`config.mk`:
```
export PLATFORM = sky130hd
export DESIGN_NAME = compact_timer
export DESIGN_NICKNAME = d
export VERILOG_FILES = /design/src/rtl/timer_pkg.sv /design/src/rtl/pin_driver.sv /design/src/rtl/compact_timer.sv
export SDC_FILE = /design/constraint.sdc
export NUM_CORES = 1
export LEC_CHECK = 0
export ABC_AREA = 1
export CORE_MARGIN = 2
export CORE_UTILIZATION = 55
export CTS_BUF_LIST = sky130_fd_sc_hd__clkbuf_2 sky130_fd_sc_hd__clkbuf_4 sky130_fd_sc_hd__clkbuf_8
export DETAILED_ROUTE_END_ITERATION = 12
export DONT_BUFFER_PORTS = 1
export MAX_ROUTING_LAYER = met4
export PLACE_DENSITY = 0.7
export SETUP_SLACK_MARGIN = 0.02
export SYNTH_ARGS = -nofsm -noshare
export SYNTH_HDL_FRONTEND = slang
export SYNTH_SLANG_ARGS = --single-unit
```
`constraint.sdc`:
```
create_clock -name core_clk -period 6.6 [get_ports core_clk]
set_clock_uncertainty 0.15 [all_clocks]
set_input_delay 0.33 -clock core_clk [delete_from_list [all_inputs] [get_ports core_clk]]
set_output_delay 0.33 -clock core_clk [all_outputs]
set_load 0.005 [all_outputs]
```
`src/rtl/timer_pkg.sv`:
```
// Constants and types shared by the compact timer design
package timer_pkg;
    localparam int CNT_W = 10;
    localparam int ADDR_W = 4;
    // Register indices
    localparam logic [3:0] REG_RUN = 4'h0;
    localparam logic [3:0] REG_CTRL = 4'h1;
    localparam logic [3:0] REG_CNT_LO = 4'h2;
    localparam logic [3:0] REG_CNT_HI = 4'h3;
    localparam logic [3:0] REG_CMPA_LO = 4'h4;
    localparam logic [3:0] REG_CMPA_HI = 4'h5;
    localparam logic [3:0] REG_CMPP = 4'h6;
    localparam logic [3:0] REG_FLAGS = 4'h7;
    // Field positions
    localparam int RUN_BIT = 3;
    localparam int FLAG_A_BIT = 0;
    localparam int FLAG_P_BIT = 1;
    // Reset values
    localparam logic [7:0] CTRL_RST = 8'h00;
    localparam logic [9:0] CMPA_RST = 10'h000;
    localparam logic [2:0] CMPP_RST = 3'h0;
    // Comparator P acts on the top bits of the counter
    localparam int P_SHIFT = 7;
    localparam logic [10:0] FULL_SPAN = 11'h400;
    // Operating modes
    localparam logic [1:0] MODE_COMPARE = 2'h0;
    localparam logic [1:0] MODE_PWM = 2'h2;
    localparam logic [1:0] MODE_TIMER = 2'h3;
    // Pin actions
    localparam logic [1:0] ACT_NONE = 2'h0;
    localparam logic [1:0] ACT_LOW = 2'h1;
    localparam logic [1:0] ACT_HIGH = 2'h2;
    localparam logic [1:0] ACT_TOGGLE = 2'h3;

    typedef struct packed {
        logic [1:0] op_mode_select;
        logic [1:0] pin_action_select;
        logic initial_level_select;
        logic output_invert;
        logic period_duty_swap;
        logic clear_source_select;
    } ctrl_type;

    typedef struct packed {
        logic run_rise;
        logic match_a;
        logic pwm_active;
    } pin_event_type;
endpackage

```
`src/rtl/pin_driver.sv`:
```
// Output pin state and shaping for the compact timer
`timescale 1ns/10ps
module pin_driver (
    // Clock and reset
    input wire logic core_clk,
    input wire logic arst_n,
    // Setup and events
    input timer_pkg::ctrl_type ctrl,
    input timer_pkg::pin_event_type ev,
    // Pin
    output logic pin_out,
    output logic pin_oe
);
    import timer_pkg::*;

    logic level_ff;
    logic nxt_level;
    logic pin_ff;
    logic nxt_pin;
    logic oe_ff;
    logic nxt_oe;
    logic pwm_level;

    always_comb begin
        nxt_level = level_ff;
        if (ev.run_rise) begin
            nxt_level = ctrl.initial_level_select;
        end else if (ev.match_a) begin
            // Only comparator A moves the pin; P never reaches here
            case (ctrl.pin_action_select)
                ACT_LOW: nxt_level = 1'b0;
                ACT_HIGH: nxt_level = 1'b1;
                ACT_TOGGLE: nxt_level = ~level_ff;
                default: nxt_level = level_ff;
            endcase
        end
        // Active level follows the selected polarity
        case (ctrl.pin_action_select)
            ACT_NONE: pwm_level = ~ctrl.initial_level_select;
            ACT_LOW: pwm_level = ctrl.initial_level_select;
            ACT_HIGH: pwm_level = ev.pwm_active ? ctrl.initial_level_select
                                                : ~ctrl.initial_level_select;
            default: pwm_level = ~ctrl.initial_level_select;
        endcase
        nxt_oe = 1'b0;
        nxt_pin = 1'b0;
        if (ctrl.op_mode_select == MODE_COMPARE) begin
            nxt_oe = 1'b1;
            nxt_pin = nxt_level ^ ctrl.output_invert;
        end else if (ctrl.op_mode_select == MODE_PWM) begin
            nxt_oe = 1'b1;
            nxt_pin = pwm_level ^ ctrl.output_invert;
        end
        // Timer mode releases the pin for other uses
        if (ctrl.op_mode_select == MODE_TIMER) begin
            nxt_oe = 1'b0;
        end
    end

    always_ff @(posedge core_clk or negedge arst_n) begin
        if (!arst_n) begin
            level_ff <= 1'b0;
            pin_ff <= 1'b0;
            oe_ff <= 1'b0;
        end else begin
            level_ff <= nxt_level;
            pin_ff <= nxt_pin;
            oe_ff <= nxt_oe;
        end
    end

    assign pin_out = pin_ff;
    assign pin_oe = oe_ff;
endmodule // pin_driver

```
`src/rtl/compact_timer.sv`:
```
// Compact 10-bit timer with compare, timer and PWM modes
// Notes on behaviour
// - Compare mode: pin moves only on A match or run rising edge
// - P match never touches the pin
// - Pin action zero: no change on A
// - Run rising edge loads the initial pin level
// - Timer mode counts like compare, pin released
// - Clear source zero clears on P match
// - Clear source one clears on A match
// - Clear source one suppresses the P flag
// - PWM mode ignores the clear source
// - Swap picks which comparator sets period
// - P code n gives n*128, zero 1024
// - Swapped: A period, P code duty
// - Duty at or above period: always active
// - PWM raises both flags on their matches
// - Level select sets polarity; action selects waveform
// - Invert flips the pin waveform
// - Counting continues while pin is forced
// - Mode zero is compare match output
// - Actions 01/10/11: low, high, toggle
// - PWM actions: inactive, active, waveform
// - P code matches the counter's top bits
//
// Local design decisions: the register addresses and the plain strobed port.
`timescale 1ns/10ps
module compact_timer (
    // Clock and reset
    input wire logic core_clk,
    input wire logic arst_n,
    // Timer clock tick from the clock selector
    input wire logic timer_tick,
    // Register port
    input wire logic [timer_pkg::ADDR_W-1:0] reg_addr,
    input wire logic [7:0] reg_wdata,
    input wire logic reg_wr,
    input wire logic reg_rd,
    output logic [7:0] reg_rdata,
    // Output pin
    output logic pin_out,
    output logic pin_oe,
    // Flags
    output logic match_a_flag,
    output logic match_p_flag
);
    import timer_pkg::*;

    ctrl_type ctrl_ff;
    ctrl_type nxt_ctrl;
    logic run_enable_ff;
    logic nxt_run_enable;
    logic run_prev_ff;
    logic [9:0] cmpa_ff;
    logic [9:0] nxt_cmpa;
    logic [2:0] cmpp_ff;
    logic [2:0] nxt_cmpp;
    logic [9:0] cnt_ff;
    logic [9:0] nxt_cnt;
    logic flag_a_ff;
    logic nxt_flag_a;
    logic flag_p_ff;
    logic nxt_flag_p;
    logic [7:0] rdata_ff;
    logic [7:0] nxt_rdata;

    logic run_rise;
    logic step;
    logic [10:0] cnt_inc;
    logic [10:0] p_span;
    logic [10:0] a_span;
    logic [10:0] period;
    logic [10:0] duty;
    logic hit_a;
    logic hit_p;
    logic is_pwm;
    logic clr;
    logic pwm_active;
    pin_event_type ev;

    assign run_rise = run_enable_ff & ~run_prev_ff;
    // The restart cycle does not count, so the first tick sees zero
    assign step = run_enable_ff & timer_tick & ~run_rise;
    assign cnt_inc = {1'b0, cnt_ff} + 11'h001;
    // Code zero stands for the full span of the counter
    assign p_span = (cmpp_ff == 3'h0) ? FULL_SPAN
                                      : {1'b0, cmpp_ff, 7'h00};
    assign a_span = {1'b0, cmpa_ff};
    assign hit_p = step && (cnt_inc[10:P_SHIFT] == p_span[10:P_SHIFT])
                   && (cnt_inc[P_SHIFT-1:0] == 7'h00);
    // A zero compare A lets the counter roll over without a flag
    assign hit_a = step && (cmpa_ff != CMPA_RST) && (cnt_inc == a_span);
    assign is_pwm = (ctrl_ff.op_mode_select == MODE_PWM);

    always_comb begin
        if (is_pwm) begin
            // Clear source plays no part here
            clr = ctrl_ff.period_duty_swap ? hit_a : hit_p;
            period = ctrl_ff.period_duty_swap ? a_span : p_span;
            duty = ctrl_ff.period_duty_swap ? p_span : a_span;
        end else begin
            clr = ctrl_ff.clear_source_select ? hit_a : hit_p;
            period = FULL_SPAN;
            duty = 11'h000;
        end
        // Counting runs on whatever the pin action is
        pwm_active = ({1'b0, cnt_ff} < duty) || (duty >= period);
    end

    assign ev.run_rise = run_rise;
    assign ev.match_a = hit_a & ~is_pwm;
    assign ev.pwm_active = pwm_active;

    // Counter
    always_comb begin
        nxt_cnt = cnt_ff;
        if (run_rise) begin
            nxt_cnt = 10'h000;
        end else if (step) begin
            nxt_cnt = clr ? 10'h000 : cnt_inc[9:0];
        end
    end

    // Flags: a new match beats a clear in the same cycle
    always_comb begin
        nxt_flag_a = flag_a_ff;
        nxt_flag_p = flag_p_ff;
        if (reg_wr && reg_addr == REG_FLAGS) begin
            if (reg_wdata[FLAG_A_BIT]) begin
                nxt_flag_a = 1'b0;
            end
            if (reg_wdata[FLAG_P_BIT]) begin
                nxt_flag_p = 1'b0;
            end
        end
        if (hit_a) begin
            nxt_flag_a = 1'b1;
        end
        if (hit_p && (is_pwm || !ctrl_ff.clear_source_select)) begin
            nxt_flag_p = 1'b1;
        end
    end

    // Register writes and reads
    always_comb begin
        nxt_ctrl = ctrl_ff;
        nxt_run_enable = run_enable_ff;
        nxt_cmpa = cmpa_ff;
        nxt_cmpp = cmpp_ff;
        nxt_rdata = 8'h00;
        if (reg_wr) begin
            if (reg_addr == REG_RUN) begin
                nxt_run_enable = reg_wdata[RUN_BIT];
            end else if (reg_addr == REG_CTRL) begin
                nxt_ctrl = ctrl_type'(reg_wdata);
            end else if (reg_addr == REG_CMPA_LO) begin
                nxt_cmpa[7:0] = reg_wdata;
            end else if (reg_addr == REG_CMPA_HI) begin
                nxt_cmpa[9:8] = reg_wdata[1:0];
            end else if (reg_addr == REG_CMPP) begin
                nxt_cmpp = reg_wdata[2:0];
            end
        end
        if (reg_rd) begin
            if (reg_addr == REG_RUN) begin
                nxt_rdata = {4'h0, run_enable_ff, 3'h0};
            end else if (reg_addr == REG_CTRL) begin
                nxt_rdata = ctrl_ff;
            end else if (reg_addr == REG_CNT_LO) begin
                nxt_rdata = cnt_ff[7:0];
            end else if (reg_addr == REG_CNT_HI) begin
                nxt_rdata = {6'h00, cnt_ff[9:8]};
            end else if (reg_addr == REG_CMPA_LO) begin
                nxt_rdata = cmpa_ff[7:0];
            end else if (reg_addr == REG_CMPA_HI) begin
                nxt_rdata = {6'h00, cmpa_ff[9:8]};
            end else if (reg_addr == REG_CMPP) begin
                nxt_rdata = {5'h00, cmpp_ff};
            end else if (reg_addr == REG_FLAGS) begin
                nxt_rdata = {6'h00, flag_p_ff, flag_a_ff};
            end
        end
    end

    always_ff @(posedge core_clk or negedge arst_n) begin
        if (!arst_n) begin
            ctrl_ff <= ctrl_type'(CTRL_RST);
            run_enable_ff <= 1'b0;
            run_prev_ff <= 1'b0;
            cmpa_ff <= CMPA_RST;
            cmpp_ff <= CMPP_RST;
            cnt_ff <= 10'h000;
            flag_a_ff <= 1'b0;
            flag_p_ff <= 1'b0;
            rdata_ff <= 8'h00;
        end else begin
            ctrl_ff <= nxt_ctrl;
            run_enable_ff <= nxt_run_enable;
            run_prev_ff <= run_enable_ff;
            cmpa_ff <= nxt_cmpa;
            cmpp_ff <= nxt_cmpp;
            cnt_ff <= nxt_cnt;
            flag_a_ff <= nxt_flag_a;
            flag_p_ff <= nxt_flag_p;
            rdata_ff <= nxt_rdata;
        end
    end

    pin_driver u_pin (
        .core_clk(core_clk),
        .arst_n(arst_n),
        .ctrl(ctrl_ff),
        .ev(ev),
        .pin_out(pin_out),
        .pin_oe(pin_oe)
    );

    assign reg_rdata = rdata_ff;
    assign match_a_flag = flag_a_ff;
    assign match_p_flag = flag_p_ff;
endmodule // compact_timer

```
==> impl_results.md <==
- Net count of the mapped netlist: roughly 530
- Antenna violations before repair: 0
- Result of the run: completed
- Async set-or-reset flop fraction in the synthesized netlist: between 90% and 100%
- Unrepaired setup endpoints after global routing: no
- Maximum Capacitance Violations: 0
- Most instantiated flip-flop cell in the synthesis netlist: dfrtp_1
- Drt via density: between 5 and 6
- Post-CTS clock slew at the launch and capture registers of the worst setup and hold paths: 0.11 ns
- Power Density: about 250 mW/mm^2
- Vias: roughly 3400
- Final HPWL from detailed placement: slightly below 8000 um
- Startpoint Class: flip-flop
- Clock root buffer master: clkbuf_8
- Global-route usage over all layers: between 30% and 40%
- Maximum root-to-sink buffer count: 2
- Slowest stage cell, crit path: dfrtp_1
- DRT iter0 DRCs: around 260
- Non-Filler Cell Area, Final: between 0.003 and 0.004 mm^2
- Max-slew violation count: 0
- Endpoints failing setup: 0
- Reg2reg start: ctrl_ff[6]
- Number of flops mapped to enable cells by yosys: 0
- Post-Syn Area: about 0.0035 mm^2
- Total routed wirelength: slightly above 10000 um
- Slew Limit Headroom: 67.1%
- Slack of the worst reg-to-reg path: 3.48 ns
- Effective utilization at floorplan: 57.7%
- Number of rows created at floorplan: 28
- Reg-to-reg endpoint: u_pin.pin_out
- PortBufs: 0
- Clk_lat worst skew: about 0.32 ns
- Hold path startpoint: reg_wdata[4]
- Worst Hold Path Cells: 2
- Count of mapped cells out of synthesis: 490
- Data arrival at the endpoint of the critical path: 3.19 ns
- Floorplan core area: about 0.006 mm^2
- Weighted congestion reported at the end of routability-driven placement: 1.07
- #FFs+latches synth: 46
- CTS tree: done
- Cell Chain, Critical Path: inv_1 > nand2_1 > nor2_1 > clkinv_1 > nor2_1 > inv_1 > ha_1 > a21oi_1 > nand2_1 > nand3_1 > nand3_1 > nand2_1 > nand2_1 > nand3_1 > nand2_1 > nand2_1 > nand2_1 > nand3_1 > nand2_1
- Number of warnings printed during yosys synthesis: 0
- Remaining global-route overflow: 0
- Max frequency: roughly 320 MHz
- Routed wire length per instance: between 15 and 20 um
- # clock sinks: 46
- Count of distinct cell types in the synthesized netlist: 39
- Category of the critical setup timing path: flip-flop to flip-flop
- Die outline height: between 80 and 90 um
- Measured slew at the worst slew-check pin: approximately 0.49 ns
- Total number of nets in the final design: 540
- Number of cells in the design after placement: about 560
- I/O pins: 29
- Worst path most repeated cell: nand2_1
- Multi-input logic area: slightly above 0.002 mm^2
- Min-Delay Path Class: input port to flip-flop
- Maximum number of pins on one net before global-route repair: 47
- Proportion of synthesized chip area in sequential cells: 33.3%
- Crit path required time: approximately 6.7 ns
- Area of the die: around 0.0069 mm^2
- Area added between synthesis and finish: 7.56%
- Period minus WS final: 3.12 ns
- Filler cell count: roughly 540
- Post-DRT Antenna Nets: 0
- Cell area after placement: approximately 0.0035 mm^2
- Worst-path maximum fanout: 9
- Number of endpoints with negative hold slack in the final report: 0
- Share of post-route cells with drive strength above 1: under 10%
- Register-to-Register Path Depth: 19
- Vias in the first global route: between 3000 and 4000
- Total CTS buffers: 5
- Maximum cell stage delay along the critical path: between 0.4 and 0.5 ns
- Global-route wire length before repair: around 17000 um
- Leakage power: around 0.0018 uW
- Detailed-routing iteration count for the pre-antenna-repair pass: 5
- H-Tree Depth: 2
- Worst min-delay path endpoint: cmpa_ff[4]
- Post-route insts no fill: around 580
- Diode count: 0
- Max VDD drop: between 150 and 200 uV
- Die span in x: approximately 83 um
- Avg Cell Area, Syn: just over 7 um^2
- Critical Path Sink Type: flip-flop
- Setup TNS: 0 ns
- Final cycle utilization of the critical path: between 40 and 50%
- # DRC: 0
- Area occupied by registers: roughly 0.0012 mm^2
[logic make-up (layout without fill, tap and decap cells)]
kind of cell / Yosys count / after routing / share of synthesized area, %
compound gates: 82 / 82 / 13.4
xor+xnor: 3 / 3 / 0.977
fa+ha+maj: 24 / 24 / 8.69
buf+inv: 73 / 83 / 7.93
flops: 46 / 46 / 33.3
simple gates: 262 / 262 / 35.7
[registers in the layout, indices dropped and copies added (netlist names), 3 cells and up]
name and count:
cmpp_ff 3, cmpa_ff 10, reg_rdata 8, cnt_ff 10, ctrl_ff 8
[worst max-delay path by stage]
stage / startpoint / to / slack, ns / cells past startpoint
global placement: ctrl_ff[6] / u_pin.pin_out / 3.66 / 17
floorplan: ctrl_ff[6] / u_pin.pin_out / 4.01 / 19
global route: ctrl_ff[6] / u_pin.pin_out / 3.04 / 19
detailed placement: ctrl_ff[6] / u_pin.pin_out / 3.54 / 19
finish: ctrl_ff[6] / u_pin.pin_out / 3.48 / 19
CTS: ctrl_ff[6] / u_pin.pin_out / 3.53 / 19
[final cells by class]
type                    count  share of cell area [%]
multi-input cells         371                    54.6
clock inverters             3                    1.31
repair buffers              4                    1.55
inverters                  71                    7.17
well taps                  75                    2.52
flip-flops and latches     46                    31.0
clock buffers               5                    1.85
[report_power, final]
part	switching, uW	leakage, uW	internal [uW]	total [uW]
combinational	203	0.00112	108	311
clock	110	0.0000563	116	226
sequential	79.2	0.000602	327	406
total	393	0.00178	550	943
[per-layer routing]
| metal | part of all wire [%] | GRT usage [%] | vias up |
|---|---|---|---|
| met5 | 0 | - | - |
| met4 | 3.0 | 10.7 | 0 |
| met3 | 7.9 | 4.77 | 25 |
| met2 | 44 | 46.1 | 149 |
| met1 | 45 | 44.0 | 1551 |
| li1 | - | - | 1639 |
[cell usage after synthesis, types with 4 or more instances]
cell     number  area share [%]
nand2_1     120              13
inv_1        64             6.9
nor2_1       51             5.5
nand3_1      49             7.1
dfrtp_1      46              33
o21ai_0      38             5.5
ha_1         24             8.7
a21oi_1      15             2.2
nand2_2      12             2.2
nand4_1       8             1.4
o21ai_1       8             1.2
a31oi_1       4            0.72
inv_2         4            0.43
[critical path, delay by kind of cell, from the launching register on]
family	cells	cell delay [ns]
AO/OA/AOI/OAI	1	0.15
adder cells (fa/ha/maj)	1	0.29
flip-flops	1	0.43
buffers and inverters	3	0.49
AND/OR/NAND/NOR	14	1.51
[cells in the final DEF, fill, tap and decap left out, drive strengths merged, types with 3 or more instances in the layout]
master / count
a21oi: 15
a221oi: 3
a22oi: 3
a31oi: 4
clkbuf: 5
clkinv: 3
dfrtp: 46
dlygate4sd3: 3
ha: 24
inv: 69
nand2: 132
nand3: 53
nand4: 9
nor2: 55
nor3: 4
nor4: 3
o211ai: 3
o21ai: 46
o22ai: 3
[through the flow]
| stage | hold WS (ns) | total power, uW | utilization (%) | setup slack [ns] |
|---|---|---|---|---|
| after floorplan | -0.116 | 609 | - | 4.01 |
| after global placement | -0.114 | 696 | 59.1 | 3.66 |
| after detailed placement | -0.114 | 703 | 59.1 | 3.54 |
| after CTS | 0.0244 | 938 | 62.1 | 3.53 |
| after global routing | 0.0246 | 1010 | 62.1 | 3.04 |
| final | 0.0393 | 943 | 62.1 | 3.48 |
[repair_timing]
item	in CTS	in global routing
endpoints found under the hold margin	48	0
endpoints found under the setup margin	0	0
setup buffers	0	0
hold buffers	4	0
gates resized for setup	0	0
No activity file was read; power rests on OpenSTA's default activity.
